--- src/image_stats_pkg.sv ---
// Package with register indices, reset values and image geometry for the
// image statistics and pixel grabber block. Needs nothing from elsewhere.
package image_stats_pkg;

  // Register indices; the Avalon byte address is four times the index.
  localparam logic [7:0] REG_SILICON_REVISION_CODE = 8'h01;
  localparam logic [7:0] REG_SURFACE_FEATURE_COUNT = 8'h07;
  localparam logic [7:0] REG_SHUTTER_COUNT_HIGH = 8'h08;
  localparam logic [7:0] REG_SHUTTER_COUNT_LOW = 8'h09;
  localparam logic [7:0] REG_PIXEL_PEAK_VALUE = 8'h0A;
  localparam logic [7:0] REG_PIXEL_SUM_UPPER = 8'h0B;
  localparam logic [7:0] REG_PIXEL_FLOOR_VALUE = 8'h0C;
  localparam logic [7:0] REG_PIXEL_CAPTURE_PORT = 8'h0D;
  localparam logic [7:0] REG_REVISION_COMPLEMENT = 8'h40;

  // Values after reset.
  localparam logic [7:0] RST_FEATURE_COUNT = 8'h00;
  localparam logic [15:0] RST_SHUTTER_COUNT = 16'h0064;
  localparam logic [6:0] RST_PIXEL_VALUE = 7'h00;
  localparam logic [16:0] RST_PIXEL_SUM = 17'h00000;

  // Image geometry and limits.
  localparam logic [4:0] IMG_SIDE = 5'h13;
  localparam logic [4:0] IMG_LAST_ROW = 5'h12;
  localparam logic [8:0] PIX_LAST_INDEX = 9'h168;
  localparam logic [8:0] PIX_FIRST_INDEX = 9'h000;
  localparam logic [7:0] FEATURE_MAX = 8'h80;
  localparam int PIX_WIDTH = 7;
  localparam int SUM_WIDTH = 17;
  localparam int SUM_LSB = 8;
  localparam int SUM_MSB = 15;

  // Bus answer sequencer states.
  typedef enum logic [0:0] {
    BUS_IDLE = 1'b0,
    BUS_ACK = 1'b1
  } bus_state_e;

endpackage

--- src/pix_stream_if.sv ---
// Interface carrying the registered pixel stream from the top module to its
// statistics and grabber submodules. All signals are on the system clock.
`timescale 1ns/10ps
interface pix_stream_if;
  logic frame_start;
  logic frame_end;
  logic pix_valid;
  logic [6:0] pix_data;
  logic [8:0] pix_index;

  // Top drives the stream; submodules only watch it.
  modport src (output frame_start, output frame_end, output pix_valid,
    output pix_data, output pix_index);
  modport sink (input frame_start, input frame_end, input pix_valid,
    input pix_data, input pix_index);
endinterface

--- src/frame_stats.sv ---
// Per-frame peak, floor and sum of the pixel stream.
// Assumes the stream brackets each frame with frame_start and frame_end.
`timescale 1ns/10ps
module frame_stats
  import image_stats_pkg::*;
(
  // Clock and reset.
  input wire logic sys_clk_i,
  input wire logic rst_n_i,
  // Pixel stream.
  pix_stream_if.sink px,
  // Results of the last complete frame.
  output logic [6:0] peak_o,
  output logic [6:0] floor_o,
  output logic [16:0] sum_o
);
  logic [6:0] run_peak;
  logic [6:0] run_floor;
  logic [16:0] run_sum;

  // Running extremes and sum, restarted at each frame start.
  always_ff @(posedge sys_clk_i or negedge rst_n_i) begin
    if (!rst_n_i) begin
      run_peak <= RST_PIXEL_VALUE;
      run_floor <= ~RST_PIXEL_VALUE;
      run_sum <= RST_PIXEL_SUM;
    end else if (px.frame_start) begin
      run_peak <= RST_PIXEL_VALUE;
      run_floor <= ~RST_PIXEL_VALUE;
      run_sum <= RST_PIXEL_SUM;
    end else if (px.pix_valid) begin
      if (px.pix_data > run_peak) run_peak <= px.pix_data;
      if (px.pix_data < run_floor) run_floor <= px.pix_data;
      run_sum <= run_sum + {10'h000, px.pix_data};
    end
  end

  // Results move to the outputs only once the frame is complete.
  always_ff @(posedge sys_clk_i or negedge rst_n_i) begin
    if (!rst_n_i) begin
      peak_o <= RST_PIXEL_VALUE;
      floor_o <= RST_PIXEL_VALUE;
      sum_o <= RST_PIXEL_SUM;
    end else if (px.frame_end) begin
      peak_o <= run_peak;
      floor_o <= run_floor;
      sum_o <= run_sum;
    end
  end
endmodule

--- src/image_stats_pixel_grabber.sv ---
// Top of the image statistics readout: Avalon-MM register slave, frame
// bookkeeping, shutter and feature latches, and the pixel index walk.
// Assumes the imager stream runs on sys_clk_i and delivers pixels in index
// order, column by column from the rightmost column, top to bottom.
//
// How it works
// - Feature count of frame, clamped at 128.
// - Sixteen-bit shutter count over two registers.
// - Peak pixel, seven bits, bit seven zero.
// - Floor pixel, seven bits, bit seven zero.
// - Seventeen-bit pixel sum, bits 15:8 exposed.
// - Grabber takes one pixel per frame.
// - A grabber write with byte lane 0 enabled resets counter and arms.
// - Indices walk columns of 19, right to left.
// - Complement register reads inverted revision code.
// - Revision code is fixed eight-bit value.
`timescale 1ns/10ps
module image_stats_pixel_grabber
  import image_stats_pkg::*;
#(
  // Silicon revision code; the value is arbitrary.
  parameter logic [7:0] SILICON_REVISION_CODE = 8'h3C
) (
  // Clock and reset.
  input wire logic sys_clk_i,
  input wire logic rst_n_i,
  // Avalon-MM slave.
  input wire logic [9:0] avs_address_i,
  input wire logic avs_read_i,
  input wire logic avs_write_i,
  input wire logic [31:0] avs_writedata_i,
  input wire logic [3:0] avs_byteenable_i,
  output logic [31:0] avs_readdata_o,
  output logic avs_waitrequest_o,
  // Imager stream, same clock domain.
  input wire logic img_frame_start_i,
  input wire logic img_frame_end_i,
  input wire logic img_pix_valid_i,
  input wire logic [6:0] img_pix_data_i,
  input wire logic [15:0] img_shutter_count_i,
  input wire logic [7:0] img_feature_count_i
);

  // Bus sequencing.
  bus_state_e bus_state;
  logic bus_req;
  logic bus_take;
  logic rd_first;
  logic [7:0] reg_index;
  logic aligned;
  logic [7:0] next_rdata;

  // Frame registers.
  logic [7:0] surface_feature_count;
  logic [15:0] shutter_count;
  logic [7:0] shutter_low_hold;

  // Pixel walk.
  logic [4:0] row;
  logic [4:0] col;
  logic [8:0] walk_index;

  // Submodule results.
  logic [6:0] peak_value;
  logic [6:0] floor_value;
  logic [16:0] pixel_sum;
  logic [6:0] grab_data;
  logic grab_valid;
  logic grab_wr;
  logic grab_rd;

  pix_stream_if px ();

  // Request decode; offsets not on word lanes are treated as unmapped.
  assign bus_req = avs_read_i || avs_write_i;
  assign reg_index = avs_address_i[9:2];
  assign aligned = (avs_address_i[1:0] == 2'b00);

  // The first cycle of a request always waits; the second completes it.
  assign avs_waitrequest_o = bus_req && (bus_state == BUS_IDLE);
  assign bus_take = bus_req && (bus_state == BUS_ACK);
  assign rd_first = avs_read_i && (bus_state == BUS_IDLE);

  // Two-state answer sequencer.
  always_ff @(posedge sys_clk_i or negedge rst_n_i) begin
    if (!rst_n_i) begin
      bus_state <= BUS_IDLE;
    end else begin
      case (bus_state)
        BUS_IDLE: begin
          if (bus_req) bus_state <= BUS_ACK;
        end
        BUS_ACK: begin
          bus_state <= BUS_IDLE;
        end
        default: begin
          bus_state <= BUS_IDLE;
        end
      endcase
    end
  end

  // Read data multiplexer; unmapped indices read as zero.
  always_comb begin
    next_rdata = 8'h00;
    if (aligned) begin
      case (reg_index)
        REG_SILICON_REVISION_CODE: begin
          next_rdata = SILICON_REVISION_CODE;
        end
        REG_SURFACE_FEATURE_COUNT: begin
          next_rdata = surface_feature_count;
        end
        REG_SHUTTER_COUNT_HIGH: begin
          next_rdata = shutter_count[15:8];
        end
        REG_SHUTTER_COUNT_LOW: begin
          next_rdata = shutter_low_hold;
        end
        REG_PIXEL_PEAK_VALUE: begin
          next_rdata = {1'b0, peak_value};
        end
        REG_PIXEL_SUM_UPPER: begin
          next_rdata = pixel_sum[SUM_MSB:SUM_LSB];
        end
        REG_PIXEL_FLOOR_VALUE: begin
          next_rdata = {1'b0, floor_value};
        end
        REG_PIXEL_CAPTURE_PORT: begin
          next_rdata = {grab_valid, grab_data};
        end
        REG_REVISION_COMPLEMENT: begin
          next_rdata = ~SILICON_REVISION_CODE;
        end
        default: begin
          next_rdata = 8'h00;
        end
      endcase
    end
  end

  // Read data are captured in the waiting cycle and stand at completion.
  always_ff @(posedge sys_clk_i or negedge rst_n_i) begin
    if (!rst_n_i) begin
      avs_readdata_o <= 32'h00000000;
    end else if (rd_first) begin
      avs_readdata_o <= {24'h000000, next_rdata};
    end
  end

  // Grabber strobes fire on the completing edge only.
  assign grab_wr = bus_take && avs_write_i && aligned && avs_byteenable_i[0] &&
    (reg_index == REG_PIXEL_CAPTURE_PORT);
  assign grab_rd = bus_take && avs_read_i && aligned &&
    (reg_index == REG_PIXEL_CAPTURE_PORT);

  // Reading the high byte freezes the low byte of the same measurement,
  // so a frame ending between the two reads cannot split the value.
  always_ff @(posedge sys_clk_i or negedge rst_n_i) begin
    if (!rst_n_i) begin
      shutter_low_hold <= RST_SHUTTER_COUNT[7:0];
    end else if (rd_first && aligned && (reg_index == REG_SHUTTER_COUNT_HIGH)) begin
      shutter_low_hold <= shutter_count[7:0];
    end
  end

  // Shutter count of the last image, latched at frame end.
  always_ff @(posedge sys_clk_i or negedge rst_n_i) begin
    if (!rst_n_i) begin
      shutter_count <= RST_SHUTTER_COUNT;
    end else if (img_frame_end_i) begin
      shutter_count <= img_shutter_count_i;
    end
  end

  // Feature count of the frame, never above its documented ceiling.
  always_ff @(posedge sys_clk_i or negedge rst_n_i) begin
    if (!rst_n_i) begin
      surface_feature_count <= RST_FEATURE_COUNT;
    end else if (img_frame_end_i) begin
      if (img_feature_count_i > FEATURE_MAX) begin
        surface_feature_count <= FEATURE_MAX;
      end else begin
        surface_feature_count <= img_feature_count_i;
      end
    end
  end

  // Row and column walk: 19 rows per column, columns from the right.
  always_ff @(posedge sys_clk_i or negedge rst_n_i) begin
    if (!rst_n_i) begin
      row <= 5'h00;
      col <= 5'h00;
    end else if (img_frame_start_i) begin
      row <= 5'h00;
      col <= 5'h00;
    end else if (img_pix_valid_i) begin
      if (row == IMG_LAST_ROW) begin
        row <= 5'h00;
        col <= col + 5'h01;
      end else begin
        row <= row + 5'h01;
      end
    end
  end

  // Linear index is column times side plus row, cut to nine bits; stray pixels
  // in columns 19 to 31 are passed on as invalid; after 31 the column count wraps to 0 and they are valid again.
  always_comb begin
    walk_index = ({4'h0, col} * {4'h0, IMG_SIDE}) + {4'h0, row};
  end

  // Registered stream towards the statistics and the grabber.
  always_ff @(posedge sys_clk_i or negedge rst_n_i) begin
    if (!rst_n_i) begin
      px.frame_start <= 1'b0;
      px.frame_end <= 1'b0;
      px.pix_valid <= 1'b0;
      px.pix_data <= RST_PIXEL_VALUE;
      px.pix_index <= PIX_FIRST_INDEX;
    end else begin
      px.frame_start <= img_frame_start_i;
      px.frame_end <= img_frame_end_i;
      px.pix_valid <= img_pix_valid_i && (col < IMG_SIDE);
      px.pix_data <= img_pix_data_i;
      px.pix_index <= walk_index;
    end
  end

  // Per-frame statistics.
  frame_stats u_stats (
    .sys_clk_i(sys_clk_i),
    .rst_n_i(rst_n_i),
    .px(px),
    .peak_o(peak_value),
    .floor_o(floor_value),
    .sum_o(pixel_sum)
  );

  // Grabber; a full image needs one valid read per index.
  pixel_grabber u_grabber (
    .sys_clk_i(sys_clk_i),
    .rst_n_i(rst_n_i),
    .px(px),
    .wr_i(grab_wr),
    .rd_i(grab_rd),
    .rd_valid_i(avs_readdata_o[7]),
    .data_o(grab_data),
    .valid_o(grab_valid),
    .armed_o(),
    .count_o()
  );

endmodule

--- src/pixel_grabber.sv ---
// One-pixel-per-frame grabber with its pixel counter and armed state.
// Assumes read and write strobes are one-cycle pulses from the bus slave.
`timescale 1ns/10ps
module pixel_grabber
  import image_stats_pkg::*;
(
  // Clock and reset.
  input wire logic sys_clk_i,
  input wire logic rst_n_i,
  // Pixel stream.
  pix_stream_if.sink px,
  // Register side.
  input wire logic wr_i,
  input wire logic rd_i,
  input wire logic rd_valid_i,
  output logic [6:0] data_o,
  output logic valid_o,
  output logic armed_o,
  output logic [8:0] count_o
);
  logic taken_this_frame;
  logic hit;

  // A capture needs an armed grabber, the matching index and a fresh frame.
  assign hit = armed_o && px.pix_valid && !taken_this_frame &&
    (px.pix_index == count_o);

  // Marks a frame in which a pixel was already grabbed.
  always_ff @(posedge sys_clk_i or negedge rst_n_i) begin
    if (!rst_n_i) taken_this_frame <= 1'b0;
    else if (px.frame_start) taken_this_frame <= 1'b0;
    else if (hit) taken_this_frame <= 1'b1;
  end

  // Counter, armed and valid state; a write overrides a same-cycle capture.
  always_ff @(posedge sys_clk_i or negedge rst_n_i) begin
    if (!rst_n_i) begin
      count_o <= PIX_FIRST_INDEX;
      armed_o <= 1'b0;
      valid_o <= 1'b0;
      data_o <= RST_PIXEL_VALUE;
    end else if (wr_i) begin
      count_o <= PIX_FIRST_INDEX;
      armed_o <= 1'b1;
      valid_o <= 1'b0;
    end else if (rd_i && rd_valid_i) begin
      count_o <= (count_o == PIX_LAST_INDEX) ? PIX_FIRST_INDEX : count_o + 9'h001;
      armed_o <= 1'b1;
      valid_o <= 1'b0;
    end else if (hit) begin
      data_o <= px.pix_data;
      valid_o <= 1'b1;
      armed_o <= 1'b0;
    end
  end
endmodule

--- config.mk ---
export PLATFORM = sky130hd
export DESIGN_NAME = image_stats_pixel_grabber
export DESIGN_NICKNAME = d
export VERILOG_FILES = /design/src/image_stats_pkg.sv /design/src/pix_stream_if.sv /design/src/frame_stats.sv /design/src/image_stats_pixel_grabber.sv /design/src/pixel_grabber.sv
export SDC_FILE = /design/constraint.sdc
export NUM_CORES = 1
export LEC_CHECK = 0
export ABC_AREA = 1
export BUFFER_PORTS_ARGS = -buffer_cell sky130_fd_sc_hd__buf_2
export CORE_MARGIN = 1
export CORE_UTILIZATION = 45
export CTS_CLUSTER_DIAMETER = 40
export CTS_CLUSTER_SIZE = 40
export DETAILED_ROUTE_END_ITERATION = 7
export PLACE_DENSITY = 0.64
export SYNTH_ARGS = -nofsm -noshare
export SYNTH_HDL_FRONTEND = slang
export SYNTH_SLANG_ARGS = --single-unit
--- constraint.sdc ---
create_clock -name sys_clk_i -period 3.5 [get_ports sys_clk_i]
set_input_delay 0.35 -clock sys_clk_i [delete_from_list [all_inputs] [get_ports sys_clk_i]]
set_output_delay 0.35 -clock sys_clk_i [all_outputs]
set_load 0.02 [all_outputs]
## Word-level counts from Yosys, hierarchy flattened

Index checks and enable logic that the tools add are counted.

| word-level totals | value |
|---|---|
| word-level logic and storage cells | 109 |
| output and inout port bits | 33 |
| input port bits | 84 |
| bits in registers | 150 |

| operators by class | value |
|---|---|
| magnitude comparators | 4 |
| muxes and demuxes | 29 |
| reduce and logical (&&, ||, !) cells | 32 |
| multiply operators | 1 |
| bitwise gates (word level) | 3 |
| $add $sub $neg | 5 |
| equal/unequal tests | 12 |

Operators with widths:

| kind | count |
|---|---|
| one-hot mux 8 bit (9 select lines) | 1 |
| == test 8 x 4 -> 1 bit, second input constant | 6 |
| two-way mux 7 bit | 6 |
| two-way mux 17 bit | 2 |
| two-way mux 5 bit | 6 |
| two-way mux 9 bit | 3 |
| adder 17 x 7 -> 17 bit | 1 |
| logical AND 1 bit | 17 |
| two-way mux 8 bit | 2 |
| nonzero test 2 bit | 7 |
| adder 5 x 1 -> 5 bit, second input constant | 2 |
| adder 9 x 1 -> 9 bit, second input constant | 1 |
| adder 9 x 5 -> 9 bit | 1 |
| == test 9 bit | 1 |
| == test 9 bit, second input constant | 1 |
| multiplier 5 x 5 -> 9 bit, second input constant | 1 |
| == test 8 x 1 -> 1 bit, second input constant | 1 |
| == test 8 x 3 -> 1 bit, second input constant | 1 |
| == test 8 x 7 -> 1 bit, second input constant | 1 |
| > comparator 8 bit, second input constant | 1 |
| two-way mux 1 bit | 8 |
| > comparator 7 bit | 1 |
| less-than comparator 7 bit | 1 |
| AND reduction 2 bit | 3 |
| other kinds (9) | 11 |

## Logic depth before layout (Yosys ltp)

| depth | value |
|---|---|
| depth in word-level cells | 8 |
| mapped depth | 13 |
| mapped depth without buffers | 13 |

## By module

A second synthesis with hierarchy kept.

| unflattened totals | value |
|---|---|
| cell total of the unflattened synthesis | 1027 |
| area, all modules | 8560.7 µm² |

By module, submodules not included:

| module | area an instance (µm²) | cells each | times used | seq. area each (µm²) |
|---|---|---|---|---|
| image_stats_pixel_grabber | 4151.5 | 498 | 1 | 1759.2 |
| frame_stats | 3311.9 | 385 | 1 | 1560.2 |
| pixel_grabber | 1097.3 | 144 | 1 | 475.5 |

## Worst setup path after synthesis

No wires, ideal clock.

| timing path | value |
|---|---|
| kind | register to register |
| start | register col[3] |
| end | register px.pix_index[8] |
| path slack | 0.854 ns |
| cell stages (with the launch flop) | 13 |
| library setup time | 0.079 ns |
| data required time | 3.421 ns |
| data arrival time | 2.567 ns |
| period minus slack after synthesis | 2.646 ns |
| path buffers | 0 |
| cell sequence | dfrtp_1 -> inv_1 -> fa_1 -> inv_1 -> ha_1 -> fa_1 -> ha_1 -> nand3_1 -> nand3_1 -> nand2_1 -> nand2_1 -> a21oi_1 -> xor2_1 |

| on the way | value |
|---|---|
| longest elaborated chain between the ends | 2 |

RTL lines:

| item | RTL line | source |
|---|---|---|
| from (decl) | image_stats_pixel_grabber.sv:60 | `logic [4:0] col;` |
| from (signal assigned) | image_stats_pixel_grabber.sv:200 | `col <= col + 5'h01;` |
| multiplier 5 x 5 -> 9 bit | image_stats_pixel_grabber.sv:210 | `walk_index = ({4'h0, col} * {4'h0, IMG_SIDE}) + {4'h0, row};` |
| adder 9 x 5 -> 9 bit | image_stats_pixel_grabber.sv:210 |  |
| via walk_index[8] | image_stats_pixel_grabber.sv:61 | `logic [8:0] walk_index;` |
| to (signal assigned) | image_stats_pixel_grabber.sv:226 | `px.pix_index <= walk_index;` |
| to (decl) | pix_stream_if.sv:9 | `logic [8:0] pix_index;` |

The timed path passes the listed nets, and every way through them passes these cells.
A chain may end at the register's enable or synchronous reset.

## Worst setup path after layout

Same ends and word-level chain as after synthesis.

==> flow_summary.json <==
{
  "synthFlopType": "dfrtp_1",
  "route.detailed.drc": 0,
  "status": "completed",
  "synth_seq_cells": 141,
  "grt_util_met2_pct": 31.8,
  "cp.arrival_ns": 3.13,
  "ctsResizeCount": 0,
  "num_vias": 6047,
  "grt_util_met1_pct": 27.0,
  "rsz0062_at_grt": "no",
  "diodes": 0,
  "cts_tree": "yes",
  "dp_worst_setup_slack_ns": 0.687,
  "busiest_layer": "met2",
  "via_per_inst": 4.96,
  "synth_edf_count": 0,
  "fmax_mhz": 359,
  "hold_viol": 0,
  "grt_usage_pct": 19.9,
  "holdWs_ns": 0.0301,
  "cts_sinks": 141,
  "worst_setup_path_end_kind": "flop",
  "netlist_area_mm2": 0.00774,
  "cap_violations": 0,
  "grt_max_degree": 92,
  "die-height_um": 133,
  "power_density_mw_per_mm2": 515,
  "clkTransAtPathRegs_ns": 0.06,
  "die_area_mm2": 0.0177,
  "antenna_found_initial": 0,
  "synth_largest_area_cell": "dfrtp_1",
  "grt_first_pass_wirelength_um": 27800,
  "grt_pass1_vias": 5771,
  "power_mw": 4.55,
  "firstDrtPassIters": 7,
  "postCtsSetupBuffers": 0,
  "fin_crit_ns": 2.79,
  "met3_usage_pct": 4.15,
  "numCtsBuffers": 17,
  "tns_ns": 0,
  "wire_per_inst_um": 13.4,
  "finalSetupViolCount": 0,
  "seq_area_frac_synth_pct": 45.8,
  "cts_buffer_depth": 2,
  "boundaryPins": 117,
  "timing.rr.start": "col[3]",
  "yosys.cell_types.count": 42,
  "htreeDepth": 4,
  "post-route-period-util_pct": 79.6,
  "synth_area_per_cell_um2": 8.33,
  "ant_nets": 0,
  "synthArstFlopShare_pct": 100,
  "synth.top_cell.area_share_pct": 41.4,
  "worstSetupPathType": "flop to flop",
  "drive_above_1_share_pct": 12.6,
  "hold_path_class": "primary input to asynchronous set/reset pin",
  "leakage_nw": 4.57,
  "worst_slack_ns": 0.714,
  "vdd_ir_drop_max_uv": 347,
  "die_w_um": 133,
  "layout.nets": 1121,
  "yosys_warnings": 0,
  "drv_slew": 0,
  "cp.required_ns": 3.84,
  "crit_path_start_kind": "flop",
  "worst_pin_slew_ns": 0.876,
  "slew_headroom_pct": 41.6,
  "final_core_util_pct": 52.9,
  "gp_congestion": 0.883,
  "hold_buffers": 0,
  "fin_worst_skew_ns": 0.00848,
  "synth_area_leaders": "dfrtp_1 (41%), nand2_1 (10%), ha_1 (7.1%)",
  "first_iter_violations": 283,
  "core_mm2": 0.0167,
  "start_util_pct": 46.3,
  "synth.most_common_cell": "nand2_1",
  "grt_remaining_overflow": 0,
  "portBuffers": 57,
  "synth_common_cells": "nand2_1 (210), dfrtp_1 (128), inv_1 (105)",
  "area_delta_synth_final_pct": 14.2,
  "dp_hpwl_um": 12000,
  "rows": 47,
  "clock_latency_ns": 0.42,
  "drt_wl_total_um": 16400,
  "cp_max_fo": 5,
  "syn_inst": 929,
  "startpoint": "col[3]",
  "cts_root_buf": "clkbuf_16"
}
stage by stage:
step | instances | instance area (µm²)
after floorplan | 952 | 7830
after global placement | 1187 | 8150
after detailed placement | 1187 | 8150
after CTS | 1219 | 8840
after global routing | 1219 | 8840
final | 1219 | 8840
area by class of cell:
class,instances,area [µm²]
clock buffer,22,484
clock inverter,10,209
fill,1575,7860
inverter,108,405
multi-input combinational,658,3590
sequential,141,3540
tap,220,275
timing repair buffer,60,327
cell families after synthesis:
family          Yosys count  share of synthesized area, %
simple gates            442                          25.2
buf+inv                 153                          8.89
flops                   141                          45.8
compound gates          114                          7.97
fa+ha+maj                51                          8.92
xor+xnor                 23                          2.60
mux                       4                         0.582
other cells               1                        0.0485
layer usage:
metal	share of wire (%)	wire [µm]
met1	49	7960
met2	46	7470
met3	4.4	716
met4	1.2	204
met5	0	0
report_power, final:
group | total [mW] | internal, mW | switching, mW
Clock | 2.08 | 1.41 | 0.669
Combinational | 0.575 | 0.208 | 0.367
Sequential | 1.89 | 1.79 | 0.103
placed cells by master (no fill, tap or decap), types with 17 or more instances in the layout:
master | synthesis | routed
nand2_1 | 210 | 210
dfrtp_1 | 128 | 128
inv_1 | 105 | 105
nand3_1 | 102 | 102
nor2_1 | 83 | 83
o21ai_0 | 56 | 56
buf_2 | 7 | 56
ha_1 | 44 | 44
a21oi_1 | 40 | 40
conb_1 | 1 | 24
nand4_1 | 23 | 23
clkbuf_16 | 0 | 17
critical path, stage by stage, from the launching register on:
cell and delay, ns:
dfrtp_1 0.43, inv_1 0.14, fa_1 0.52, inv_1 0.04
ha_1 0.19, fa_1 0.45, ha_1 0.35, nand3_1 0.10
nand3_1 0.10, nand2_1 0.07, nand2_1 0.04, a21oi_1 0.14
xor2_1 0.15
final timing paths:
check	cells past startpoint	to	slack [ns]
min in group sys_clk_i	1	px.pix_data[6]	0.04
hold / removal	1	shutter_count[9]	0.03
setup reg to reg	12	px.pix_index[8]	0.71
hold reg to reg	2	u_grabber.armed_o	0.47
max in group asynchronous	2	u_stats.run_floor[2]	2.68
setup / recovery	12	px.pix_index[8]	0.71
state kept, by name, indices dropped and copies added (netlist names), 5 cells and up:
| signal | count |
|---|---|
| shutter_low_hold | 8 |
| u_stats.sum_o | 8 |
| px.pix_data | 7 |
| px.pix_index | 9 |
| u_stats.run_sum | 16 |
| u_grabber.count_o | 9 |
| u_stats.run_peak | 7 |
| avs_readdata_o | 8 |
| col | 5 |
| u_stats.run_floor | 7 |
| u_grabber.data_o | 7 |
| surface_feature_count | 8 |
| row | 5 |
| shutter_count | 16 |
| u_stats.peak_o | 7 |
| u_stats.floor_o | 7 |
No activity file was read; power rests on OpenSTA's default activity.
